### src/include/sts_consts.svh
`ifndef STS_CONSTS_SVH
`define STS_CONSTS_SVH

// Register offsets (byte addresses)
`define STS_ADDR_W        8
`define STS_OFF_CTRL      8'h04
`define STS_OFF_LEN       8'h40
`define STS_OFF_STAT      8'h44

// Control register field positions
`define STS_EN_BIT        0
`define STS_MST_BIT       1
`define STS_SSIO_BIT      4
`define STS_START_BIT     5
`define STS_SSCTRL_BIT    8
`define STS_SSACT_LSB     16
`define STS_SSACT_MSB     19

// Length register and status register fields
`define STS_LEN_MSB       5
`define STS_LEN_RST       6'h08
`define STS_STAT_BUSY     0
`define STS_STAT_HELD     1
`define STS_STAT_GAP      2
`define STS_STAT_SS_LSB   8

// Timing: clock period and least select-release gap
`define STS_CLK_NS        20
`define STS_SS_GAP_NS     100
`define STS_SS_GAP_CYC    ((`STS_SS_GAP_NS + `STS_CLK_NS - 1) / `STS_CLK_NS)

// AXI responses
`define STS_RESP_OKAY     2'h0
`define STS_RESP_DECERR   2'h3

`endif

### src/include/sts_pkg.sv
`include "sts_consts.svh"
`default_nettype none

package sts_pkg;

    // Master-to-slave AXI4-Lite signals
    typedef struct packed {
        logic [`STS_ADDR_W-1:0] awaddr;
        logic                   awvalid;
        logic [31:0]            wdata;
        logic [3:0]             wstrb;
        logic                   wvalid;
        logic                   bready;
        logic [`STS_ADDR_W-1:0] araddr;
        logic                   arvalid;
        logic                   rready;
    } sts_axil_req_t;

    // Slave-to-master AXI4-Lite signals
    typedef struct packed {
        logic        awready;
        logic        wready;
        logic [1:0]  bresp;
        logic        bvalid;
        logic        arready;
        logic [31:0] rdata;
        logic [1:0]  rresp;
        logic        rvalid;
    } sts_axil_rsp_t;

    // Select sequencer states
    typedef enum logic [1:0] {
        ST_IDLE,
        ST_ACTIVE,
        ST_HELD,
        ST_GAP
    } sts_state_t;

endpackage : sts_pkg

`default_nettype wire

### src/rtl/sts_axil_slave.sv
`include "sts_consts.svh"
`default_nettype none

module sts_axil_slave (
    input  wire logic                    aclk,
    input  wire logic                    aresetn,
    input  wire sts_pkg::sts_axil_req_t  axi_req,
    output sts_pkg::sts_axil_rsp_t       axi_rsp,
    output logic                         wr_req,
    output logic [`STS_ADDR_W-1:0]       wr_addr,
    output logic [31:0]                  wr_data,
    output logic [3:0]                   wr_strb,
    input  wire logic                    wr_err,
    output logic [`STS_ADDR_W-1:0]       rd_addr,
    input  wire logic [31:0]             rd_data,
    input  wire logic                    rd_err
);
    import sts_pkg::*;

    logic                   aw_free_reg;
    logic                   w_free_reg;
    logic                   ar_free_reg;
    logic [`STS_ADDR_W-1:0] aw_addr_reg;
    logic [31:0]            w_data_reg;
    logic [3:0]             w_strb_reg;
    logic                   bvalid_reg;
    logic [1:0]             bresp_reg;
    logic                   rvalid_reg;
    logic [1:0]             rresp_reg;
    logic [31:0]            rdata_reg;

    // Write fires once address and data are both held and no response waits
    assign wr_req  = ~aw_free_reg & ~w_free_reg & ~bvalid_reg;
    assign wr_addr = aw_addr_reg;
    assign wr_data = w_data_reg;
    assign wr_strb = w_strb_reg;
    assign rd_addr = axi_req.araddr;

    // Write address holding stage
    always_ff @(posedge aclk) begin
        if (!aresetn) begin
            aw_free_reg <= 1'b1;
            aw_addr_reg <= '0;
        end else if (axi_req.awvalid && aw_free_reg) begin
            aw_free_reg <= 1'b0;
            aw_addr_reg <= axi_req.awaddr;
        end else if (wr_req) begin
            aw_free_reg <= 1'b1;
        end
    end

    // Write data holding stage, taken independently of the address
    always_ff @(posedge aclk) begin
        if (!aresetn) begin
            w_free_reg <= 1'b1;
            w_data_reg <= '0;
            w_strb_reg <= '0;
        end else if (axi_req.wvalid && w_free_reg) begin
            w_free_reg <= 1'b0;
            w_data_reg <= axi_req.wdata;
            w_strb_reg <= axi_req.wstrb;
        end else if (wr_req) begin
            w_free_reg <= 1'b1;
        end
    end

    // Write response, unmapped addresses answer DECERR
    always_ff @(posedge aclk) begin
        if (!aresetn) begin
            bvalid_reg <= 1'b0;
            bresp_reg  <= `STS_RESP_OKAY;
        end else if (wr_req) begin
            bvalid_reg <= 1'b1;
            bresp_reg  <= wr_err ? `STS_RESP_DECERR : `STS_RESP_OKAY;
        end else if (bvalid_reg && axi_req.bready) begin
            bvalid_reg <= 1'b0;
        end
    end

    // Read channel: data captured at the address handshake
    always_ff @(posedge aclk) begin
        if (!aresetn) begin
            ar_free_reg <= 1'b1;
            rvalid_reg  <= 1'b0;
            rresp_reg   <= `STS_RESP_OKAY;
            rdata_reg   <= '0;
        end else if (axi_req.arvalid && ar_free_reg) begin
            ar_free_reg <= 1'b0;
            rvalid_reg  <= 1'b1;
            rresp_reg   <= rd_err ? `STS_RESP_DECERR : `STS_RESP_OKAY;
            rdata_reg   <= rd_err ? 32'h0000_0000 : rd_data;
        end else if (rvalid_reg && axi_req.rready) begin
            ar_free_reg <= 1'b1;
            rvalid_reg  <= 1'b0;
        end
    end

    assign axi_rsp.awready = aw_free_reg;
    assign axi_rsp.wready  = w_free_reg;
    assign axi_rsp.bresp   = bresp_reg;
    assign axi_rsp.bvalid  = bvalid_reg;
    assign axi_rsp.arready = ar_free_reg;
    assign axi_rsp.rdata   = rdata_reg;
    assign axi_rsp.rresp   = rresp_reg;
    assign axi_rsp.rvalid  = rvalid_reg;

endmodule : sts_axil_slave

`default_nettype wire

### src/rtl/sts_select_ctrl.sv
// Summary of operation
// - Four select outputs, chosen by mask bits 19:16 of the control register.
// - On start, exactly the mask bits captured at start assert their select lines.
// - Mask bit n drives line n; any mix of lines may assert together.
// - Hold bit 8 clear: active selects release when the transaction completes.
// - Hold bit 8 set: active selects stay asserted after the transaction completes.
// - From held selects, the next transaction starts with no release gap.
// - Writing 1 to start launches a transaction on an enabled controller; software waits for the previous.
// - Controller-mode bit 0 makes a target port, 1 a controller driving selects.
`include "sts_consts.svh"
`default_nettype none

module sts_select_ctrl (
    input  wire logic                    aclk,
    input  wire logic                    aresetn,
    input  wire sts_pkg::sts_axil_req_t  axi_req,
    output sts_pkg::sts_axil_rsp_t       axi_rsp,
    input  wire logic                    link_sclk,
    output logic [3:0]                   target_select_n,
    output logic                         target_select_oe,
    output logic                         xfer_start,
    output logic                         xfer_active
);
    import sts_pkg::*;

    localparam logic [3:0] GAP_LOAD = 4'(`STS_SS_GAP_CYC - 1);

    logic                   wr_req;
    logic [`STS_ADDR_W-1:0] wr_addr;
    logic [31:0]            wr_data;
    logic [3:0]             wr_strb;
    logic [`STS_ADDR_W-1:0] rd_addr;
    logic [31:0]            rd_data;
    logic                   en_reg;
    logic                   mst_reg;
    logic                   ssio_reg;
    logic                   hold_reg;
    logic [3:0]             mask_reg;
    logic [5:0]             len_reg;
    logic                   en_next;
    logic                   mst_next;
    logic                   hold_next;
    logic [3:0]             mask_next;
    logic                   ssio_next;
    logic                   wr_ctrl;
    logic                   start_go;
    sts_state_t             state_reg;
    sts_state_t             state_next;
    logic [3:0]             sel_reg;
    logic [3:0]             sel_next;
    logic [5:0]             bit_cnt_reg;
    logic [3:0]             gap_cnt_reg;
    logic                   sclk_s1_reg;
    logic                   sclk_s2_reg;
    logic                   sclk_s3_reg;
    logic                   sclk_rise;
    logic                   last_bit;
    logic                   run_ok;

    // Address decode, shared by the write and read paths
    function automatic logic addr_mapped(input logic [`STS_ADDR_W-1:0] a);
        return (a == `STS_OFF_CTRL) || (a == `STS_OFF_LEN) || (a == `STS_OFF_STAT);
    endfunction : addr_mapped

    sts_axil_slave u_slave (
        .aclk    (aclk),
        .aresetn (aresetn),
        .axi_req (axi_req),
        .axi_rsp (axi_rsp),
        .wr_req  (wr_req),
        .wr_addr (wr_addr),
        .wr_data (wr_data),
        .wr_strb (wr_strb),
        .wr_err  (~addr_mapped(wr_addr)),
        .rd_addr (rd_addr),
        .rd_data (rd_data),
        .rd_err  (~addr_mapped(rd_addr))
    );

    // Control register after a write, byte lanes honoured
    assign wr_ctrl   = wr_req && (wr_addr == `STS_OFF_CTRL);
    assign en_next   = (wr_ctrl && wr_strb[0]) ? wr_data[`STS_EN_BIT] : en_reg;
    assign mst_next  = (wr_ctrl && wr_strb[0]) ? wr_data[`STS_MST_BIT] : mst_reg;
    assign hold_next = (wr_ctrl && wr_strb[1]) ? wr_data[`STS_SSCTRL_BIT] : hold_reg;
    assign ssio_next = (wr_ctrl && wr_strb[0]) ? wr_data[`STS_SSIO_BIT] : ssio_reg;
    assign mask_next = (wr_ctrl && wr_strb[2]) ?
                       wr_data[`STS_SSACT_MSB:`STS_SSACT_LSB] : mask_reg;

    // Start only acts as a write of 1 on an enabled controller; a 0 is ignored.
    // A start that lands mid-transaction is dropped, software must wait.
    assign start_go = wr_ctrl && wr_strb[0] && wr_data[`STS_START_BIT] &&
                      en_next && mst_next &&
                      (state_reg == ST_IDLE || state_reg == ST_HELD);

    // Control fields; reserved bits have no storage
    always_ff @(posedge aclk) begin
        if (!aresetn) begin
            en_reg   <= 1'b0;
            mst_reg  <= 1'b0;
            ssio_reg <= 1'b0;
            hold_reg <= 1'b0;
            mask_reg <= 4'h0;
        end else if (wr_ctrl) begin
            en_reg   <= en_next;
            mst_reg  <= mst_next;
            hold_reg <= hold_next;
            mask_reg <= mask_next;
            ssio_reg <= ssio_next;
        end
    end

    // Transaction length in link clock rising edges
    always_ff @(posedge aclk) begin
        if (!aresetn) begin
            len_reg <= `STS_LEN_RST;
        end else if (wr_req && wr_addr == `STS_OFF_LEN && wr_strb[0]) begin
            len_reg <= wr_data[`STS_LEN_MSB:0];
        end
    end

    // Read mux; unused and reserved bits read zero
    always_comb begin
        rd_data = 32'h0000_0000;
        case (rd_addr)
            `STS_OFF_CTRL: begin
                rd_data[`STS_EN_BIT]                     = en_reg;
                rd_data[`STS_MST_BIT]                    = mst_reg;
                rd_data[`STS_SSIO_BIT]                   = ssio_reg;
                rd_data[`STS_START_BIT]                  = (state_reg == ST_ACTIVE);
                rd_data[`STS_SSCTRL_BIT]                 = hold_reg;
                rd_data[`STS_SSACT_MSB:`STS_SSACT_LSB]   = mask_reg;
            end
            `STS_OFF_LEN: begin
                rd_data[`STS_LEN_MSB:0] = len_reg;
            end
            `STS_OFF_STAT: begin
                rd_data[`STS_STAT_BUSY]                    = (state_reg == ST_ACTIVE);
                rd_data[`STS_STAT_HELD]                    = (state_reg == ST_HELD);
                rd_data[`STS_STAT_GAP]                     = (state_reg == ST_GAP);
                rd_data[`STS_STAT_SS_LSB+3:`STS_STAT_SS_LSB] = sel_reg;
            end
            default: begin
                rd_data = 32'h0000_0000;
            end
        endcase
    end

    // Link clock arrives from outside: two flops, then a third for the edge
    always_ff @(posedge aclk) begin
        if (!aresetn) begin
            sclk_s1_reg <= 1'b0;
            sclk_s2_reg <= 1'b0;
            sclk_s3_reg <= 1'b0;
        end else begin
            sclk_s1_reg <= link_sclk;
            sclk_s2_reg <= sclk_s1_reg;
            sclk_s3_reg <= sclk_s2_reg;
        end
    end

    assign sclk_rise = sclk_s2_reg & ~sclk_s3_reg;
    assign last_bit  = ({1'b0, bit_cnt_reg} + 7'h01) >= {1'b0, len_reg};
    assign run_ok    = en_reg & mst_reg;

    // Sequencer: selects follow the mask captured at start
    always_comb begin
        state_next = state_reg;
        sel_next   = sel_reg;
        case (state_reg)
            ST_IDLE: begin
                if (start_go) begin
                    state_next = ST_ACTIVE;
                    sel_next   = mask_next;
                end
            end
            ST_ACTIVE: begin
                if (!run_ok) begin
                    state_next = ST_GAP;
                    sel_next   = 4'h0;
                end else if (sclk_rise && last_bit) begin
                    if (hold_reg) begin
                        state_next = ST_HELD;
                    end else begin
                        state_next = ST_GAP;
                        sel_next   = 4'h0;
                    end
                end
            end
            ST_HELD: begin
                if (start_go) begin
                    state_next = ST_ACTIVE;
                    sel_next   = mask_next;
                end else if (!hold_next || !run_ok) begin
                    state_next = ST_GAP;
                    sel_next   = 4'h0;
                end
            end
            ST_GAP: begin
                // The release gap keeps the target's deselect time honest
                if (gap_cnt_reg == 4'h0) begin
                    state_next = ST_IDLE;
                end
            end
            default: begin
                state_next = ST_IDLE;
                sel_next   = 4'h0;
            end
        endcase
    end

    // State, active mask and release gap
    always_ff @(posedge aclk) begin
        if (!aresetn) begin
            state_reg   <= ST_IDLE;
            sel_reg     <= 4'h0;
            gap_cnt_reg <= 4'h0;
        end else begin
            state_reg <= state_next;
            sel_reg   <= sel_next;
            if (state_next == ST_GAP && state_reg != ST_GAP) begin
                gap_cnt_reg <= GAP_LOAD;
            end else if (gap_cnt_reg != 4'h0) begin
                gap_cnt_reg <= gap_cnt_reg - 4'h1;
            end
        end
    end

    // Bits seen in the current transaction
    always_ff @(posedge aclk) begin
        if (!aresetn) begin
            bit_cnt_reg <= 6'h00;
        end else if (state_next == ST_ACTIVE && state_reg != ST_ACTIVE) begin
            bit_cnt_reg <= 6'h00;
        end else if (state_reg == ST_ACTIVE && sclk_rise) begin
            bit_cnt_reg <= bit_cnt_reg + 6'h01;
        end
    end

    // Pins: selects active low, driven only as an output-mode controller
    always_ff @(posedge aclk) begin
        if (!aresetn) begin
            target_select_n  <= 4'hf;
            target_select_oe <= 1'b0;
            xfer_start       <= 1'b0;
            xfer_active      <= 1'b0;
        end else begin
            target_select_n  <= ~sel_next;
            // Next value of direction too, so one write never glitches the enable
            target_select_oe <= en_next & mst_next & ~ssio_next;
            xfer_start       <= start_go;
            xfer_active      <= (state_next == ST_ACTIVE);
        end
    end

endmodule : sts_select_ctrl

`default_nettype wire

### config.mk
export PLATFORM = sky130hd
export DESIGN_NAME = sts_select_ctrl
export DESIGN_NICKNAME = d
export VERILOG_FILES = /design/src/include/sts_pkg.sv /design/src/rtl/sts_axil_slave.sv /design/src/rtl/sts_select_ctrl.sv
export VERILOG_INCLUDE_DIRS = /design/src /design/src/include
export SDC_FILE = /design/constraint.sdc
export NUM_CORES = 1
export LEC_CHECK = 0
export BUFFER_PORTS_ARGS = -buffer_cell sky130_fd_sc_hd__buf_4
export CAP_MARGIN = 10
export CORE_ASPECT_RATIO = 2
export CORE_MARGIN = 3
export CORE_UTILIZATION = 53
export DETAILED_ROUTE_END_ITERATION = 10
export PLACE_DENSITY = 0.78
export REMOVE_ABC_BUFFERS = 1
export SLEW_MARGIN = 20
export SYNTH_ARGS = -nofsm -noshare
export SYNTH_HDL_FRONTEND = slang
export SYNTH_SLANG_ARGS = --single-unit
### constraint.sdc
create_clock -name aclk -period 3.6 [get_ports aclk]
set_input_delay 0.72 -clock aclk [delete_from_list [all_inputs] [get_ports aclk]]
set_output_delay 0.72 -clock aclk [all_outputs]
set_load 0.01 [all_outputs]
After elaboration in Yosys (flattened, before gate mapping). Cells that the tools add are included.

Magnitude comparators: 1. Muxes and demuxes: 41. $add $sub $neg: 3. Equal/unequal tests: 13. Reductions and logical operators: 37. Bitwise gates (word level): 13.

Operators by type and width (number): equality test 8 x 7 -> 1 bit, second input constant (4); 2-to-1 mux 4 bit (8); 2-to-1 mux 20 bit (1); logical AND 1 bit (19); equality test 8 x 3 -> 1 bit, second input constant (2); 2-to-1 mux 2 bit (8); 2-to-1 mux 1 bit (15); case mux 4 bit (3 select lines) (1); nonzero test 2 bit (5); 2-to-1 mux 3 bit (3); case mux 2 bit (4 select lines) (1); adder 6 x 1 -> 7 bit, second input constant (1); >= comparator 7 x 6 -> 1 bit (1); adder 6 x 1 -> 6 bit, second input constant (1); bitwise AND 1 bit (6); equality test 2 bit, second input constant (3); logical OR 1 bit (6); NOT 1 bit (6); case mux 2 bit (3 select lines) (1); equality test 2 x 1 -> 1 bit, second input constant (2); logical NOT 4 bit (1); NOT 4 bit (1); case mux 1 bit (2 select lines) (2); case mux 2 bit (2 select lines) (1); other kinds (7) (9).

Output and inout bits: 48. Bits in registers: 112. Word-level logic and storage cells: 137. Input port bits: 60.

Longest topological paths before layout.
Depth after elaboration: 14. Gate-level depth with buffers: 10. Gate-level depth less buffers: 10.

Cells and area by module. A second synthesis with hierarchy kept.

Cell total of the unflattened synthesis: 642. Area total of the unflattened synthesis: 6032.0 um^2.

By module, submodules not included: sts_axil_slave (instances 1, cells each 389, area each 3842.4 um^2, seq. area each 1661.6 um^2); sts_select_ctrl (instances 1, cells each 253, area each 2189.6 um^2, seq. area each 800.8 um^2).

Worst setup path after synthesis. OpenSTA, ideal clock, no wires.

Path type: reg-to-reg. Start point: reg bit_cnt_reg[0]. End point: reg gap_cnt_reg[2]. Data required time: 3.542 ns. Stages on the path, launching flop included: 11. Library setup time: 0.058 ns. Arrival: 2.176 ns. Slack: 1.366 ns. Period minus slack after synthesis: 2.234 ns. Buffers on the path: 0. Cells stage by stage: dfxtp_1 -> ha_1 -> and3_1 -> xor2_1 -> ha_1 -> a21o_1 -> a21oi_1 -> o211ai_1 -> a41o_1 -> a21oi_2 -> o21a_1.

Cells in the longest elaborated chain, start to end: 9. Elaborated cells between the ends (all ways): 10. Those cells by class: 1 x add/sub; 1 x order compare; 1 x eq/ne; 4 x mux; 3 x reduce/logical.

RTL lines: from (decl) (line sts_select_ctrl.sv:51) `logic [5:0] bit_cnt_reg;`; from (signal assigned) (line sts_select_ctrl.sv:235) `bit_cnt_reg <= bit_cnt_reg + 6'h01;`; adder 6 x 1 -> 7 bit * (line sts_select_ctrl.sv:162) `assign last_bit = ({1'b0, bit_cnt_reg} + 7'h01) >= {1'b0, len_reg};`; >= comparator 7 x 6 -> 1 bit * (line sts_select_ctrl.sv:162); logical AND 1 bit * (line sts_select_ctrl.sv:180) `end else if (sclk_rise && last_bit) begin`; 2-to-1 mux 2 bit * (line sts_select_ctrl.sv:180); 2-to-1 mux 2 bit * (line sts_select_ctrl.sv:177) `if (!run_ok) begin`; case mux 2 bit (4 select lines) * (line sts_select_ctrl.sv:169) `case (state_reg)`; equality test 2 bit * (line sts_select_ctrl.sv:220) `if (state_next == ST_GAP && state_reg != ST_GAP) begin`; logical AND 1 bit * (line sts_select_ctrl.sv:220); 2-to-1 mux 3 bit or nonzero test 2 bit (tied branches); to (signal assigned) (line sts_select_ctrl.sv:223) `gap_cnt_reg <= gap_cnt_reg - 4'h1;`; to (decl) (line sts_select_ctrl.sv:52) `logic [3:0] gap_cnt_reg;`.

Mark *: on every way between the ends. The rest lies on a longest branch, timed or not. A chain may end at the register's enable or synchronous reset.

Worst setup path in the final report.
Start point: reg bit_cnt_reg[0]. End point: reg target_select_n[0].

Cells in the longest elaborated chain, start to end: 7.

RTL lines: adder 6 x 1 -> 7 bit (line sts_select_ctrl.sv:162); >= comparator 7 x 6 -> 1 bit (line sts_select_ctrl.sv:162); logical AND 1 bit (line sts_select_ctrl.sv:180); 2-to-1 mux 4 bit (line sts_select_ctrl.sv:180); 2-to-1 mux 4 bit (line sts_select_ctrl.sv:177); case mux 4 bit (3 select lines) (line sts_select_ctrl.sv:169); NOT 4 bit (line sts_select_ctrl.sv:247) `target_select_n <= ~sel_next;`; to (signal assigned) (line sts_select_ctrl.sv:247); to (decl) (line sts_select_ctrl.sv:19) `output logic [3:0] target_select_n,`.

Every way passes these cells.

==> summary by stage <==
Floorplanning
The count of standard-cell rows is 43. The number of ports placed on the die boundary is 108. The effective utilization at floorplan is 55.3%. From left edge to right edge, the die measures 66.4 um.

The region available for standard cell placement spans 6990 um2. The die covers 8430 um2. In this run the vertical extent of the chip is 127 um.

Power
The clock network accounts for 41.6% of the total power. The switching part of the total power is 23.9%. The power per cell area is 464 nW/um2. The net switching power is 0.503 mW.

In this run, the combinational gates consume 11.3% of the power. The largest vdd supply drop is 0.335 mV. The internal cell power is 1.60 mW.

Per report_power, the sequential group accounts for 47.1% of the total. The overall power is 2.10 mW. The leakage power is 1.93 nW.

Timing
Setup slack on the critical path of the routed design comes to 0.927 ns. The final critical path time including I/O delays and setup is 2.67 ns. The measured slew at the worst slew-check pin is 0.735 ns. For this run, the top clock speed supported by timing is 374 MHz. Adding up every negative setup slack in the final design gives 0 ns. The final period utilization is 74.2%.

Setup repair after global routing left no endpoint under its margin. The final count of hold timing violations is 0. The final max-slew violation count is 0. The clock arrives with 0.00500 ns of skew. Setup violations remaining at the end of the flow were counted as 0.

The worst slew margin relative to its limit is 50.9%.

Detailed routing
Before antenna repair, the detailed router went through 4 iterations. In this run the remaining antenna-violating nets after routing total 0. The detailed-route wire length per cell is 13.9 um. Wires add up to 8070 um. The final route contains 3076 vias. The routed via count divided by cell count is 5.30. In the routed design, unresolved DRC markers number 0. The DRC violation total after the first TritonRoute iteration is 189.

Logic synthesis
The cell taking the most area after synthesis is sky130_fd_sc_hd__dfxtp_1. Each instance of the synthesized netlist takes up on average 8.90 um2. The most used flip-flop cell after synthesis is sky130_fd_sc_hd__dfxtp_1. The commonest cells after synthesis are sky130_fd_sc_hd__dfxtp_1, sky130_fd_sc_hd__nand2_1, sky130_fd_sc_hd__a21boi_0. The share of the synthesized area in the top cell type is 42.9%.

The flip-flop and latch count after synthesis is 83. Counting distinct cell types in the post-synthesis netlist gives 52. Of all flip-flops after synthesis, the portion carrying an async set or reset was 0%. The number of synthesized flops with an enable pin is 0. The cell with the most instances after synthesis is sky130_fd_sc_hd__dfxtp_1. The number of instances in the synthesized netlist is 435. Ranked by total cell area, the synthesized netlist is headed by sky130_fd_sc_hd__dfxtp_1, sky130_fd_sc_hd__nand2_1, sky130_fd_sc_hd__a21boi_0. The sequential fraction of the synthesis area is 42.9%. Summing every instance area after synthesis gives 3870 um2.

For this run, the number of Yosys warnings is 0.

Global routing
The pin count of the biggest net entering global routing is 76. The total grt overflow is 0. The number of global-route vias before repair was 3069.

The number of antenna violations at the first check in global routing is 0. The first-pass GRT wire length is 13600 um. The total track usage is 20.8%.

Finish
The antenna diode count is 0. The number of flip-flops in the largest register is 14. Measured on the finished design, the core utilization comes to 64.8%. The post-route netlist has 19.4% of its cells at a drive strength greater than 1. After the last flow step, the layout net total stands at 554. Counting the fill cells in the layout gives 598.

The area growth from synthesis to layout is 17.1%. The final design area excluding fillers is 4530 um2.

Clock network
Clock latency on the worst-skew pair, taken at its later pin, is 0.33 ns. The count of hold-fix buffers inserted at cts is 0. The longest clock path from root to sink contains 2 buffers. The root buffer cell is sky130_fd_sc_hd__clkbuf_16. TritonCTS created 9 clock buffers. The count of cells resized by post-cts repair is 0. The number of setup buffers added after CTS is 0. CTS saw 83 sinks. The H-tree generated during clock tree synthesis spans 3 levels. TritonCTS built the clock tree. Clock-pin slew was measured on the worst setup and hold paths at 0.06 ns.

Hold path
The startpoint of the most critical hold path is sclk_s1_reg. The class of the tightest hold or removal check is flop to flop.

Critical path
The startpoint type of the worst setup path is a flop. The worst path arrival time is 2.85 ns. The beginning of the critical path is bit_cnt_reg[0]. The required time of the critical path is 3.78 ns. The critical register-to-register path startpoint is bit_cnt_reg[0].

The critical path is of the flop to flop type. The kind of end point of the critical path is a flop. The largest fanout of any net on the critical path is 4. The setup slack of the worst register-to-register path is 0.93 ns.

Placement
The placed instances occupy a cell area of 4250 um2. The sum of net half-perimeters after detailed placement is 6000 um. The global placer's final weighted congestion is 0.824. Port buffering added 67 buffers. The placement-stage worst setup slack is 0.934 ns.

Flow run
The reported max-cap violation count is 0.

Run status
The run finished with clean final reports.
final cells by class:
| type | count | area [um2] | share of cell area, % |
|---|---|---|---|
| multi-input combinational | 316 | 1940 | 42.7 |
| sequential | 83 | 1660 | 36.7 |
| timing repair buffer | 67 | 503 | 11.1 |
| clock buffer | 10 | 229 | 5.05 |
| tap | 90 | 113 | 2.48 |
| clock inverter | 5 | 55.1 | 1.21 |
| inverter | 9 | 33.8 | 0.745 |
power by group through the flow:
stage / logic [mW] / registers (mW) / clock network, mW
after detailed placement: 0.236 / 1.01 / 0
after floorplan: 0.146 / 1.01 / 0
after global routing: 0.272 / 0.996 / 0.930
final: 0.238 / 0.990 / 0.875
after global placement: 0.226 / 1.01 / 0
after CTS: 0.240 / 0.990 / 0.893
cell families after synthesis:
family	Yosys count	synth area share, %
flip-flops	83	42.9
AO/OA/AOI/OAI	82	15.5
other	1	0.0969
multiplexers	15	4.04
buffers and inverters	53	8.69
XOR/XNOR	10	2.26
adder cells (fa/ha/maj)	8	2.59
AND/OR/NAND/NOR	183	23.9
cell usage in the layout (no fill, tap or decap), types with 3 or more instances in the layout:
master / synthesis / final
sky130_fd_sc_hd__nor3b_1: 8 / 8
sky130_fd_sc_hd__a21oi_1: 7 / 7
sky130_fd_sc_hd__and2_1: 10 / 10
sky130_fd_sc_hd__o21ai_1: 4 / 4
sky130_fd_sc_hd__nor2_1: 21 / 21
sky130_fd_sc_hd__o21a_1: 9 / 9
sky130_fd_sc_hd__nand2_1: 73 / 73
sky130_fd_sc_hd__buf_4: 26 / 67
sky130_fd_sc_hd__and3_1: 7 / 7
sky130_fd_sc_hd__dfxtp_1: 83 / 83
sky130_fd_sc_hd__nor3_1: 3 / 3
sky130_fd_sc_hd__a21boi_0: 35 / 35
sky130_fd_sc_hd__o21ai_0: 6 / 6
sky130_fd_sc_hd__inv_1: 9 / 9
sky130_fd_sc_hd__nand2b_1: 8 / 8
sky130_fd_sc_hd__a221oi_1: 3 / 3
sky130_fd_sc_hd__conb_1: 1 / 18
sky130_fd_sc_hd__nand3_1: 23 / 23
sky130_fd_sc_hd__mux2i_1: 13 / 13
sky130_fd_sc_hd__xnor2_1: 4 / 4
sky130_fd_sc_hd__nor2b_1: 13 / 13
sky130_fd_sc_hd__ha_1: 8 / 8
sky130_fd_sc_hd__xor2_1: 6 / 6
sky130_fd_sc_hd__clkbuf_16: 0 / 9
per-layer routing:
layer	up-vias	track usage, %	share of wire, %	wire length (um)
met4	0	11.7	4.3	348
met1	1399	21.6	37	2950
met2	106	37.1	54	4360
li1	1540	-	-	-
met3	31	4.43	5.0	407
met5	-	0	0	0
worst paths after layout:
check / endpoint / cells after the start
max: target_select_n[0] / 10
min: sclk_s2_reg / 1
max reg2reg: target_select_n[0] / 10
min reg2reg: sclk_s2_reg / 1
stage by stage:
step,cells,hold WS (ns)
detailed placement,565,0.448
global placement,565,0.414
floorplan,408,0.412
CTS,580,0.466
global route,580,0.482
finish,580,0.452
worst max-delay path, stage by stage (launching register included):
cell and delay, ns:
sky130_fd_sc_hd__dfxtp_1 0.40, sky130_fd_sc_hd__ha_1 0.23, sky130_fd_sc_hd__and3_1 0.23, sky130_fd_sc_hd__xor2_1 0.18
sky130_fd_sc_hd__ha_1 0.26, sky130_fd_sc_hd__a21o_1 0.16, sky130_fd_sc_hd__a21oi_1 0.14, sky130_fd_sc_hd__o211ai_1 0.18
sky130_fd_sc_hd__a31oi_1 0.45, sky130_fd_sc_hd__o21a_1 0.20, sky130_fd_sc_hd__o21ai_1 0.09
No activity file was read; power rests on OpenSTA's default activity.
